===== src/rtl/mfhp_consts.svh =====
`ifndef MFHP_CONSTS_SVH
`define MFHP_CONSTS_SVH

// Frame control field positions
`define MFHP_FC_TYPE_LSB 0
`define MFHP_FC_SEC_BIT 3
`define MFHP_FC_PEND_BIT 4
`define MFHP_FC_ACKREQ_BIT 5
`define MFHP_FC_PANC_BIT 6
`define MFHP_FC_DMODE_LSB 10
`define MFHP_FC_VER_LSB 12
`define MFHP_FC_SMODE_LSB 14

// Frame types and address modes
`define MFHP_FT_BEACON 3'h0
`define MFHP_FT_DATA 3'h1
`define MFHP_FT_ACK 3'h2
`define MFHP_FT_CMD 3'h3
`define MFHP_FT_MAX_STD 3'h3
`define MFHP_AM_NONE 2'h0
`define MFHP_AM_RSVD 2'h1
`define MFHP_AM_SHORT 2'h2
`define MFHP_AM_EXT 2'h3

// Length classes
`define MFHP_LEN_ACK 7'h05
`define MFHP_LEN_MIN_MPDU 7'h09
`define MFHP_FCS_OCTETS 7'h02
`define MFHP_PAN_OCTETS 7'h02
`define MFHP_SHORT_OCTETS 7'h02
`define MFHP_EXT_OCTETS 7'h08
`define MFHP_DATA_REQ_CMD 8'h04
`define MFHP_BCAST_LO 8'hFF

// Header durations in us
`define MFHP_SHR_US_20 2000
`define MFHP_PHR_US_20 400
`define MFHP_SHR_US_40 1000
`define MFHP_PHR_US_40 200
`define MFHP_SHR_US_100 300
`define MFHP_PHR_US_100 80
`define MFHP_SHR_US_250 160
`define MFHP_PHR_US_250 32
`define MFHP_CLK_MHZ 250
`define MFHP_CYC(us) ((us) * `MFHP_CLK_MHZ)

// Acknowledge deadline
`define MFHP_ACK_SYMBOLS 12
`define MFHP_FIFO_DEPTH 4

`endif


===== src/rtl/mfhp_pkg.sv =====
package mfhp_pkg;

    typedef enum logic [2:0]
    {
        MFHP_RATE_20 = 3'b000,
        MFHP_RATE_40 = 3'b001,
        MFHP_RATE_100 = 3'b010,
        MFHP_RATE_250 = 3'b011,
        MFHP_RATE_200 = 3'b100,
        MFHP_RATE_400 = 3'b101,
        MFHP_RATE_500 = 3'b110,
        MFHP_RATE_1000 = 3'b111
    } mfhp_rate_t;

    typedef enum logic [1:0]
    {
        MFHP_LC_RSVD = 2'b00,
        MFHP_LC_ACK = 2'b01,
        MFHP_LC_MPDU = 2'b10
    } mfhp_lclass_t;

    typedef struct packed
    {
        logic [7:0] data;
        logic first;
        logic last;
    } mfhp_octet_t;

    typedef struct packed
    {
        logic reserved_type_upload_enable;
        logic ack_pending_value;
        logic [1:0] version_accept_level;
        logic auto_ack_receive_mode;
        logic auto_retry_transmit_mode;
        mfhp_rate_t rate;
    } mfhp_cfg_t;

    typedef struct packed
    {
        logic [2:0] frame_type;
        logic security;
        logic pending;
        logic ack_request;
        logic pan_compress;
        logic [1:0] dst_mode;
        logic [1:0] version;
        logic [1:0] src_mode;
        logic [7:0] seq_num;
        logic [6:0] length;
        logic phr_msb;
        mfhp_lclass_t lclass;
        logic [6:0] dst_offset;
        logic [6:0] src_offset;
        logic [6:0] aux_offset;
        logic [6:0] fcs_offset;
        logic dst_bcast;
        logic data_request;
    } mfhp_hdr_t;

    typedef struct packed
    {
        logic filter_pass;
        logic report;
        logic send_ack;
        logic ack_pending;
        logic [7:0] ack_seq;
        logic wait_ack;
        logic tx_done;
    } mfhp_result_t;

endpackage


===== src/rtl/mfhp_parser.sv =====
// Function
// - 20 kb/s headers: SHR 2000 us, PHR 400 us; 250 kb/s: 160, 32.
// - Payload 200/400 use 100 kb/s headers; 500/1000 use 250 kb/s.
// - First two MPDU octets form the 16-bit frame control word.
// - Bits 2:0 give type: beacon, data, ack, command; 4-7 reserved.
// - Filter passes only types 0, 1 and 3 by default (never ack), in auto-ack or basic mode.
// - Types above 3 accepted only with reserved-type upload enable set.
// - Bit 3 flags security; the filter does not evaluate it.
// - Auto-ack to data request sets pending bit from configured value.
// - Auto-ack mode acks non-broadcast data/command with bit 5 set.
// - Auto-retry mode waits for ack if bit 5 set, else finishes.
// - Both addresses present and bit 6 set: source PAN ID omitted.
// - Dest mode bits 11:10, source 15:14; 0 none, 1 rsvd, 2 short, 3 ext.
// - Modes 2 or 3: 16-bit PAN ID then 16- or 64-bit address.
// - Bits 13:12 give version; 2 and 3 handled under configuration.
// - Auto-ack decision uses frame version and configured accept level.
// - Sequence number after frame control is copied into the ack.
// - Destination fields parsed before source fields, each when present.
// - Auxiliary security header present only when bit 3 is one.
// - Last two payload octets are the checksum footer.
// - Filter inputs: type, address modes, version.
// - PHR low seven bits are length; top bit kept, not in length.
// - Frames with zero length are never reported.
`include "mfhp_consts.svh"
`timescale 1ns/1ps
`default_nettype none

module mfhp_parser (
    input wire logic sys_clk,
    input wire logic rst,
    input wire mfhp_pkg::mfhp_octet_t rx_octet,
    input wire logic rx_valid,
    output logic rx_ready,
    input wire logic rx_is_tx,
    input wire mfhp_pkg::mfhp_cfg_t cfg,
    output mfhp_pkg::mfhp_hdr_t hdr,
    output logic hdr_valid,
    output mfhp_pkg::mfhp_result_t result,
    output logic [18:0] shr_cycles,
    output logic [17:0] phr_cycles,
    output logic [17:0] ack_deadline_cycles,
    output logic [7:0] phr_out
);
    typedef enum logic [1:0]
    {
        ST_PHR = 2'b00,
        ST_BODY = 2'b01,
        ST_SKIP = 2'b10
    } st_t;

    localparam int W = $bits(mfhp_pkg::mfhp_octet_t);

    mfhp_pkg::mfhp_octet_t oct;
    logic oct_valid;
    logic oct_take;
    st_t st_q;
    logic [6:0] idx_q;
    logic [6:0] len_q;
    logic msb_q;
    logic [15:0] fc_q;
    logic [7:0] seq_q;
    logic [7:0] cmd_q;
    logic bcast_q;
    logic [6:0] dst_off;
    logic [6:0] src_off;
    logic [6:0] aux_off;
    logic [6:0] dst_len;
    logic [6:0] src_len;
    logic [6:0] cmd_off;
    logic type_ok;
    logic ver_ok;
    logic pass;
    logic is_tx_q;
    logic done_q;
    mfhp_pkg::mfhp_hdr_t hdr_q;
    mfhp_pkg::mfhp_result_t res_q;

    mfhp_fifo #(
        .WIDTH(W),
        .DEPTH(`MFHP_FIFO_DEPTH)
    ) u_fifo (
        .sys_clk(sys_clk),
        .rst(rst),
        .in_data(rx_octet),
        .in_valid(rx_valid),
        .in_ready(rx_ready),
        .out_data(oct),
        .out_valid(oct_valid),
        .out_ready(oct_take)
    );

    // Stall drain while a result is being presented
    assign oct_take = !done_q;

    function automatic logic [6:0] addr_len(input logic [1:0] mode,
                                            input logic with_pan);
        logic [6:0] a;
        a = '0;
        if (mode == `MFHP_AM_SHORT)
        begin
            a = `MFHP_SHORT_OCTETS;
        end
        else if (mode == `MFHP_AM_EXT)
        begin
            a = `MFHP_EXT_OCTETS;
        end
        if (mode[1] && with_pan)
        begin
            a = a + `MFHP_PAN_OCTETS;
        end
        return a;
    endfunction

    function automatic mfhp_pkg::mfhp_lclass_t len_class(input logic [6:0] l);
        if (l == `MFHP_LEN_ACK)
        begin
            return mfhp_pkg::MFHP_LC_ACK;
        end
        else if (l >= `MFHP_LEN_MIN_MPDU)
        begin
            return mfhp_pkg::MFHP_LC_MPDU;
        end
        return mfhp_pkg::MFHP_LC_RSVD;
    endfunction

    // Header field layout after FC and sequence number
    always_comb
    begin
        dst_len = addr_len(fc_q[`MFHP_FC_DMODE_LSB +: 2], 1'b1);
        src_len = addr_len(fc_q[`MFHP_FC_SMODE_LSB +: 2],
                           !(fc_q[`MFHP_FC_PANC_BIT] && dst_len != '0 &&
                             fc_q[`MFHP_FC_DMODE_LSB + 1]));
        dst_off = 7'h03;
        src_off = dst_off + dst_len;
        aux_off = src_off + src_len;
        cmd_off = fc_q[`MFHP_FC_SEC_BIT] ? 7'h7F : aux_off;
    end

    // Filter decision
    always_comb
    begin
        type_ok = (fc_q[2:0] <= `MFHP_FT_MAX_STD) ||
                  cfg.reserved_type_upload_enable;
        ver_ok = (fc_q[`MFHP_FC_VER_LSB +: 2] <= cfg.version_accept_level);
        pass = type_ok && ver_ok &&
               (fc_q[2:0] != `MFHP_FT_ACK) &&
               (fc_q[`MFHP_FC_DMODE_LSB + 1] ||
                fc_q[`MFHP_FC_SMODE_LSB + 1]);
    end

    // Octet walk
    always_ff @(posedge sys_clk)
    begin
        if (rst)
        begin
            st_q <= ST_PHR;
            idx_q <= '0;
            len_q <= '0;
            msb_q <= 1'b0;
            fc_q <= '0;
            seq_q <= '0;
            cmd_q <= '0;
            bcast_q <= 1'b0;
            is_tx_q <= 1'b0;
        end
        else if (oct_valid && oct_take)
        begin
            unique case (st_q)
                ST_PHR:
                begin
                    len_q <= oct.data[6:0];
                    msb_q <= oct.data[7];
                    is_tx_q <= rx_is_tx;
                    idx_q <= '0;
                    fc_q <= '0;
                    cmd_q <= '0;
                    bcast_q <= 1'b1;
                    st_q <= oct.last ? ST_PHR : ST_BODY;
                end
                ST_BODY, ST_SKIP:
                begin
                    idx_q <= idx_q + 1'b1;
                    if (idx_q == 7'h00)
                    begin
                        fc_q[7:0] <= oct.data;
                    end
                    if (idx_q == 7'h01)
                    begin
                        fc_q[15:8] <= oct.data;
                    end
                    if (idx_q == 7'h02)
                    begin
                        seq_q <= oct.data;
                    end
                    if (idx_q >= 7'h03 && idx_q < src_off &&
                        idx_q >= dst_off + `MFHP_PAN_OCTETS &&
                        oct.data != `MFHP_BCAST_LO)
                    begin
                        bcast_q <= 1'b0;
                    end
                    if (idx_q == cmd_off)
                    begin
                        cmd_q <= oct.data;
                    end
                    if (oct.last || idx_q + 1'b1 == len_q)
                    begin
                        st_q <= ST_PHR;
                    end
                end
                default:
                begin
                    st_q <= ST_PHR;
                end
            endcase
        end
    end

    // Frame end: publish header and decision
    always_ff @(posedge sys_clk)
    begin
        if (rst)
        begin
            done_q <= 1'b0;
            hdr_q <= '0;
            res_q <= '0;
        end
        else if (done_q)
        begin
            done_q <= 1'b0;
            res_q.tx_done <= 1'b0;
        end
        else if (oct_valid && st_q != ST_PHR &&
                 (oct.last || idx_q + 1'b1 == len_q))
        begin
            done_q <= 1'b1;
            hdr_q.frame_type <= fc_q[2:0];
            hdr_q.security <= fc_q[`MFHP_FC_SEC_BIT];
            hdr_q.pending <= fc_q[`MFHP_FC_PEND_BIT];
            hdr_q.ack_request <= fc_q[`MFHP_FC_ACKREQ_BIT];
            hdr_q.pan_compress <= fc_q[`MFHP_FC_PANC_BIT];
            hdr_q.dst_mode <= fc_q[`MFHP_FC_DMODE_LSB +: 2];
            hdr_q.version <= fc_q[`MFHP_FC_VER_LSB +: 2];
            hdr_q.src_mode <= fc_q[`MFHP_FC_SMODE_LSB +: 2];
            hdr_q.seq_num <= seq_q;
            hdr_q.length <= len_q;
            hdr_q.phr_msb <= msb_q;
            hdr_q.lclass <= len_class(len_q);
            hdr_q.dst_offset <= dst_off;
            hdr_q.src_offset <= src_off;
            hdr_q.aux_offset <= fc_q[`MFHP_FC_SEC_BIT] ? aux_off : '0;
            hdr_q.fcs_offset <= len_q - `MFHP_FCS_OCTETS;
            hdr_q.dst_bcast <= bcast_q && fc_q[`MFHP_FC_DMODE_LSB + 1];
            hdr_q.data_request <= (fc_q[2:0] == `MFHP_FT_CMD) &&
                                  (cmd_q == `MFHP_DATA_REQ_CMD);
            res_q.filter_pass <= pass;
            res_q.report <= (len_q != '0) && (is_tx_q || pass ||
                            !cfg.auto_ack_receive_mode);
            res_q.send_ack <= !is_tx_q && cfg.auto_ack_receive_mode &&
                              pass && fc_q[`MFHP_FC_ACKREQ_BIT] &&
                              !(bcast_q && fc_q[`MFHP_FC_DMODE_LSB + 1]) &&
                              (fc_q[2:0] == `MFHP_FT_DATA ||
                               fc_q[2:0] == `MFHP_FT_CMD);
            res_q.ack_pending <= cfg.ack_pending_value &&
                                 fc_q[2:0] == `MFHP_FT_CMD &&
                                 (cmd_q == `MFHP_DATA_REQ_CMD ||
                                  (fc_q[`MFHP_FC_VER_LSB + 1] &&
                                   fc_q[`MFHP_FC_SEC_BIT]));
            res_q.ack_seq <= seq_q;
            res_q.wait_ack <= is_tx_q && cfg.auto_retry_transmit_mode &&
                              fc_q[`MFHP_FC_ACKREQ_BIT];
            res_q.tx_done <= is_tx_q && cfg.auto_retry_transmit_mode &&
                             !fc_q[`MFHP_FC_ACKREQ_BIT];
        end
    end

    assign hdr = hdr_q;
    assign result = res_q;
    assign hdr_valid = done_q && (hdr_q.length != '0);

    // Header rate and durations
    always_ff @(posedge sys_clk)
    begin
        if (rst)
        begin
            shr_cycles <= '0;
            phr_cycles <= '0;
            ack_deadline_cycles <= '0;
        end
        else
        begin
            unique case (cfg.rate)
                mfhp_pkg::MFHP_RATE_20:
                begin
                    shr_cycles <= 19'(`MFHP_CYC(`MFHP_SHR_US_20));
                    phr_cycles <= 18'(`MFHP_CYC(`MFHP_PHR_US_20));
                    ack_deadline_cycles <= 18'(`MFHP_CYC(`MFHP_ACK_SYMBOLS * 50));
                end
                mfhp_pkg::MFHP_RATE_40:
                begin
                    shr_cycles <= 19'(`MFHP_CYC(`MFHP_SHR_US_40));
                    phr_cycles <= 18'(`MFHP_CYC(`MFHP_PHR_US_40));
                    ack_deadline_cycles <= 18'(`MFHP_CYC(`MFHP_ACK_SYMBOLS * 25));
                end
                mfhp_pkg::MFHP_RATE_100, mfhp_pkg::MFHP_RATE_200,
                mfhp_pkg::MFHP_RATE_400:
                begin
                    shr_cycles <= 19'(`MFHP_CYC(`MFHP_SHR_US_100));
                    phr_cycles <= 18'(`MFHP_CYC(`MFHP_PHR_US_100));
                    ack_deadline_cycles <= 18'(`MFHP_CYC(`MFHP_ACK_SYMBOLS * 40));
                end
                mfhp_pkg::MFHP_RATE_250, mfhp_pkg::MFHP_RATE_500,
                mfhp_pkg::MFHP_RATE_1000:
                begin
                    shr_cycles <= 19'(`MFHP_CYC(`MFHP_SHR_US_250));
                    phr_cycles <= 18'(`MFHP_CYC(`MFHP_PHR_US_250));
                    ack_deadline_cycles <= 18'(`MFHP_CYC(`MFHP_ACK_SYMBOLS * 16));
                end
            endcase
        end
    end

    // PHR echo with top bit preserved
    always_ff @(posedge sys_clk)
    begin
        if (rst)
        begin
            phr_out <= 8'h00;
        end
        else if (oct_valid && st_q == ST_PHR)
        begin
            phr_out <= oct.data;
        end
    end
endmodule

`default_nettype wire


===== src/rtl/mfhp_fifo.sv =====
`timescale 1ns/1ps
`default_nettype none

module mfhp_fifo #(
    parameter int WIDTH = 10,
    parameter int DEPTH = 4
) (
    input wire logic sys_clk,
    input wire logic rst,
    input wire logic [WIDTH-1:0] in_data,
    input wire logic in_valid,
    output logic in_ready,
    output logic [WIDTH-1:0] out_data,
    output logic out_valid,
    input wire logic out_ready
);
    localparam int AW = $clog2(DEPTH);
    logic [WIDTH-1:0] mem_q [DEPTH];
    logic [AW-1:0] wr_q;
    logic [AW-1:0] rd_q;
    logic [AW:0] cnt_q;
    logic push;
    logic pop;

    assign in_ready = (cnt_q != (AW+1)'(DEPTH));
    assign out_valid = (cnt_q != '0);
    assign push = in_valid && in_ready;
    assign pop = out_valid && out_ready;
    assign out_data = mem_q[rd_q];

    always_ff @(posedge sys_clk)
    begin
        if (push)
        begin
            mem_q[wr_q] <= in_data;
        end
    end

    always_ff @(posedge sys_clk)
    begin
        if (rst)
        begin
            wr_q <= '0;
            rd_q <= '0;
            cnt_q <= '0;
        end
        else
        begin
            if (push)
            begin
                wr_q <= (wr_q == AW'(DEPTH - 1)) ? '0 : wr_q + 1'b1;
            end
            if (pop)
            begin
                rd_q <= (rd_q == AW'(DEPTH - 1)) ? '0 : rd_q + 1'b1;
            end
            if (push && !pop)
            begin
                cnt_q <= cnt_q + 1'b1;
            end
            else if (pop && !push)
            begin
                cnt_q <= cnt_q - 1'b1;
            end
        end
    end
endmodule

`default_nettype wire


===== config.mk =====
export PLATFORM = sky130hd
export DESIGN_NAME = mfhp_parser
export DESIGN_NICKNAME = d
export VERILOG_FILES = /design/src/rtl/mfhp_pkg.sv /design/src/rtl/mfhp_parser.sv /design/src/rtl/mfhp_fifo.sv
export VERILOG_INCLUDE_DIRS = /design/src /design/src/rtl
export SDC_FILE = /design/constraint.sdc
export NUM_CORES = 1
export LEC_CHECK = 0
export BUFFER_PORTS_ARGS = -buffer_cell sky130_fd_sc_hd__buf_4
export CORE_MARGIN = 2
export CORE_UTILIZATION = 42
export DETAILED_ROUTE_END_ITERATION = 8
export GPL_TIMING_DRIVEN = 0
export PLACE_DENSITY = 0.73
export SETUP_SLACK_MARGIN = 0.4
export SYNTH_ARGS = -nofsm -noshare
export SYNTH_HDL_FRONTEND = slang
export SYNTH_SLANG_ARGS = --single-unit
export TNS_END_PERCENT = 50

===== constraint.sdc =====
create_clock -name sys_clk -period 5.9 [get_ports sys_clk]
set_input_delay 0.295 -clock sys_clk [delete_from_list [all_inputs] [get_ports sys_clk]]
set_output_delay 0.295 -clock sys_clk [all_outputs]
set_load 0.02 [all_outputs]

Yosys cells after proc, flatten, opt, wreduce, memory -nomap -nowiden. Memory sizes are Yosys's and may differ from the RTL's. A register that Yosys moved wholly into a read port is not among the register bits. Index checks and enable logic that the tools add are counted.

Bits in registers: 182. Memory bits (writable): 40. ROM bits: 320. Output and inout bits: 140. Memories: 2.

Add/sub/neg operators: 10. Order comparisons: 6. Equal/unequal tests: 24. Muxes and demuxes: 36. Bitwise operators: 1. Reduce and logical (&&, ||, !) cells: 66.

Memory list: (no name shown) (depth 8, bits a word 40, read ports 1, clocked after Yosys merged registers in 1, wr ports 0, line mfhp_parser.sv:291) `unique case (cfg.rate)`; u_fifo.mem_q (depth 4, bits a word 10, read ports 1, clocked after Yosys merged registers in 1, wr ports 1, line mfhp_fifo.sv:18) `logic [WIDTH-1:0] mem_q [DEPTH];`.

Operators by type and width (number): 7-bit 2-to-1 mux (5); 16-bit case mux with 2 select lines (1); 1-bit logical AND (31); 8-bit 2-to-1 mux (3); 7-bit nonzero test (3); 2-bit 2-to-1 mux (8); 8-bit case mux with 2 select lines (1); 3-bit AND reduction (5); 7-bit by 2-bit adder with 7-bit output (second input constant) (2); 2-bit == test (second input constant) (7); 7-bit == test (2); 7-bit case mux with 2 select lines (1); 4-bit 2-to-1 mux (3); 1-bit 2-to-1 mux (10); 2-bit inequality test (second input constant) (5); 8-bit by 3-bit == test with 1-bit output (second input constant) (1); 1-bit logical NOT (8); 8-bit inequality test (second input constant) (1); 2-bit AND reduction (4); 2-bit by 7-bit adder with 7-bit output (first input constant) (1); 7-bit by 1-bit adder with 7-bit output (second input constant) (1); 7-bit adder (1); 7-bit by 1-bit == test with 1-bit output (second input constant) (1); 7-bit by 2-bit == test with 1-bit output (second input constant) (1); 26 further kinds (37).

Longest topological paths before layout.
Depth in word-level cells: 16. Gate-level depth with buffers: 12. Gate-level depth less buffers: 10.

Cells and area by module. Synthesis repeated with hierarchy kept, for this count alone.

Cell total of the unflattened synthesis: 735. Area total of the unflattened synthesis: 7668.6 µm².

By module, submodules not included: mfhp_parser (instances 1, cells each 635, area an instance 5749.3 µm², seq. area each 2502.4 µm²); mfhp_fifo (instances 1, cells each 100, area an instance 1919.3 µm², seq. area each 1381.3 µm²).

Worst setup path after synthesis. OpenSTA, ideal clock, no wires.

Path type: reg-to-reg. Start point: reg fc_q[11]. End point: reg cmd_q[0]. Data arrival time: 2.698 ns. Data required time: 5.772 ns. Path slack: 3.075 ns. Cell stages (with the launch flop): 13. Path through: dfxtp_1 clkbuf_1 a21boi_0 ha_1 ha_1 fa_1 xor2_1 nor4_1 a21o_1 a41o_1 buf_2 mux2i_1 nor2_1.

Word-level cells in the longest chain between the ends: 16. Elaborated cells on any way between the ends: 18. Classes of those cells: add/sub (3); eq/ne (4); mux (5); reduce/logical (6).

Ends and longest elaborated chain: from (decl) (line mfhp_parser.sv:60) `logic [15:0] fc_q;`; from (signal assigned) (line mfhp_parser.sv:189) `fc_q[15:8] <= oct.data;`; branches (longest 11 deep; another with 7-bit by 2-bit adder with 7-bit output); 7-bit adder * (line mfhp_parser.sv:135) `aux_off = src_off + src_len;`; 7-bit 2-to-1 mux * (line mfhp_parser.sv:136) `` cmd_off = fc_q[`MFHP_FC_SEC_BIT] ? 7'h7F : aux_off; ``; 7-bit == test * (line mfhp_parser.sv:201) `if (idx_q == cmd_off)`; 2-bit inequality test (no line) *; 3-bit AND reduction (no line) *; to (signal assigned) (line mfhp_parser.sv:203) `cmd_q <= oct.data;`; to (decl) (line mfhp_parser.sv:62) `logic [7:0] cmd_q;`.

Mark *: on every way between the ends. A chain may end at the register's enable or synchronous reset.

Worst setup path in the final report. Same ends and word-level chain as after synthesis.

==> results.cfg <==
[synthesis]
yosys_warnings = 0
synth.distinct_cells = 56
synth.area.top_cells = dfxtp_1 (36%), edfxtp_1 (14%), buf_4 (6.2%)
ys_seq_area_share_pct = 50.1
synth_ff_type = dfxtp_1
synthCells = 712
synth_seq_cells = 170
synth_area_per_cell_um2 = 10.5
yosys.area.top_type_share_pct = 35.7
ys_async_sr_fraction_pct = 0
yosysTopAreaCell = dfxtp_1
synth_edf_count = 36
synth_area_mm2 = 0.00751

[routing]
wl_per_cell_um = 16.2
firstDrtPassIters = 5
drtIter0Drc = 312
routed_via_density = 5.03
vias = 5676
antenna_left = 0
wl_um = 18300
route.detailed.drc = 0

[worst_hold_path]
worstHoldPathType = in2reg
min_from = rx_octet[2]

[sta]
setup_viol = 0
period_needed_ns = 3.38
hold_ws_ns = 0.0622
slew_headroom_pct = 47.8
hold_viol = 0
max_clock_freq_mhz = 296
final.setup.tns_ns = 0
rsz0062_at_grt = no
drv_slew = 0
timing.final.crit_share_pct = 57.3
fin_worst_skew_ns = 0.0121
tightest_slew_ns = 0.776

[floorplanning]
io_pins = 163
dieArea_mm2 = 0.0190
start_util_pct = 43.2
num_rows = 48
die_w_um = 138
die_height_um = 138
coreArea_mm2 = 0.0174

[layout]
syn_to_final_growth_pct = 26.6
layout.cells.most_common_list = buf_4 (201), dfxtp_1 (134), nor2_1 (69)
final_common_cell = buf_4
n_antenna_cell = 0
drive_above_1_share_pct = 30.1
layout.nets = 942

[grt]
grt_start_max_net_pins = 17
grt_pass1_vias = 5198
grt_overflow = 0
gr-usage-all-layers_pct = 19.6
antenna_found_initial = 0
grt_pass1_wl_um = 28000

[clock_tree]
cts_made_buffers = 17
cts-root-buf = clkbuf_16
cts_hold_buf = 0
cts_setup_buffers = 0
cts-resized-gates = 0
clkSinkCount = 170
clockBufferDepth = 2
clk_latency_ns = 0.44
cts_tree = built
htreeDepth = 4
cts.clk_slew.worst_paths_ns = 0.06

[placed_design]
numPortBuffers = 139
hpwlAfterDp_um = 13400
gp_congestion = 0.921

[power]
power_density_mw_per_mm2 = 425
p_leak_nw = 4.18
max-vdd-ir-drop_mv = 0.358

[setup_path]
worstPathRequired_ns = 6.21
crit_start = fc_q[11]$_SDFFE_PP0P_
timing.rr.start = fc_q[11]$_SDFFE_PP0P_
path_max_fanout = 10
critPathLaunchType = register
end_kind = register
crit_type = reg2reg
crit_arrival_ns = 3.69

[run_status]
status = finished, final reports clean

[job]
drv_cap = 0
[critical path, stage by stage, from the launching register on]
cell and delay [ns]:
dfxtp_1 0.31, clkbuf_1 0.39, a21boi_0 0.17, ha_1 0.33, ha_1 0.22, fa_1 0.50
xor2_1 0.17, nor4_1 0.25, a21o_1 0.15, a41o_1 0.19, buf_2 0.26, mux2i_1 0.23
nor2_1 0.06
[kinds of logic (layout without fill, tap and decap cells)]
| kind of cell | count (synthesis) | count (layout) | share of synthesized area [%] |
|---|---|---|---|
| mux | 48 | 48 | 7.90 |
| simple gates | 185 | 185 | 11.8 |
| buf+inv | 127 | 298 | 10.2 |
| xor+xnor | 20 | 20 | 2.43 |
| other cells | 2 | 22 | 0.100 |
| flops | 170 | 170 | 50.1 |
| compound gates | 131 | 131 | 12.4 |
| fa+ha+maj | 29 | 29 | 5.03 |
[final cells by class]
| class | count | area (um2) |
|---|---|---|
| well taps | 225 | 282 |
| clock buffers | 22 | 517 |
| repair buffers | 139 | 1040 |
| multi-input cells | 435 | 3050 |
| plain buffers | 104 | 679 |
| inverters | 23 | 86.3 |
| fillers | 1533 | 7860 |
| clock inverters | 10 | 77.6 |
| flip-flops and latches | 170 | 3760 |
[where the power goes]
part	internal, mW	total [mW]	leakage [nW]	switching [mW]
clock	0.629	1.11	0.297	0.478
sequential	1.35	1.47	1.42	0.119
combinational	0.575	1.47	2.46	0.890
total	2.55	4.04	4.18	1.49
[cells in the mapped netlist, drive strengths merged (3+ instances only)]
library cell / n
dfxtp: 134
buf: 79
nor2: 69
nand2: 40
mux2i: 39
a22o: 38
a21oi: 37
edfxtp: 36
ha: 27
clkbuf: 25
o21ai: 24
inv: 22
and2: 16
nor3: 14
xnor2: 11
nor4: 10
mux4: 9
nand3: 9
xor2: 9
nand4: 6
nor2b: 6
a31o: 5
and3: 5
a211oi: 4
a21o: 4
a21boi: 3
o211ai: 3
[path summary, 6_finish.rpt]
path,to,slack (ns),depth (start not counted)
worst max-delay path,cmd_q[0]$_SDFFE_PP0P_,2.52,12
worst min-delay path,u_fifo.mem_q[2][2]$_DFFE_PP_,0.06,1
worst max register to register,cmd_q[0]$_SDFFE_PP0P_,2.52,12
worst min register to register,hdr[31]$_SDFFE_PP0P_,0.46,2
[layer usage]
metal / track usage (%) / up-vias / wire length [um]
met5: 0 / - / 0
met4: 6.19 / 0 / 339
met3: 5.08 / 24 / 1240
met2: 31.3 / 201 / 8560
met1: 26.1 / 2671 / 8130
li1: - / 2780 / -
[metrics by stage]
stage	cells	util [%]	power [mW]	instance area [um2]	setup slack (ns)
4_1_cts	1128	54.7	4.04	9500	2.53
3_3_place_gp	1096	51.3	2.92	8910	2.60
2_1_floorplan	732	-	2.50	7580	3.07
3_5_place_dp	1096	51.3	2.94	8910	2.54
6_report	1128	54.7	4.04	9500	2.52
5_1_grt	1128	54.7	4.26	9500	2.27
[flip-flops by register name, summed over array words and instances, names as in the netlist, 2 cells and up, named ones only]
signal and cells:
seq_q 8, u_fifo.mem_q 36, phr_cycles 3, idx_q 7, u_fifo.rd_q 2, fc_q 13, u_fifo.wr_q 2, ack_deadline_cycles 9
cmd_q 8, result 14, phr_out 8, shr_cycles 2, u_fifo.cnt_q 3, len_q 7, hdr 41
Note: power is estimated with default switching activity, not from simulation.
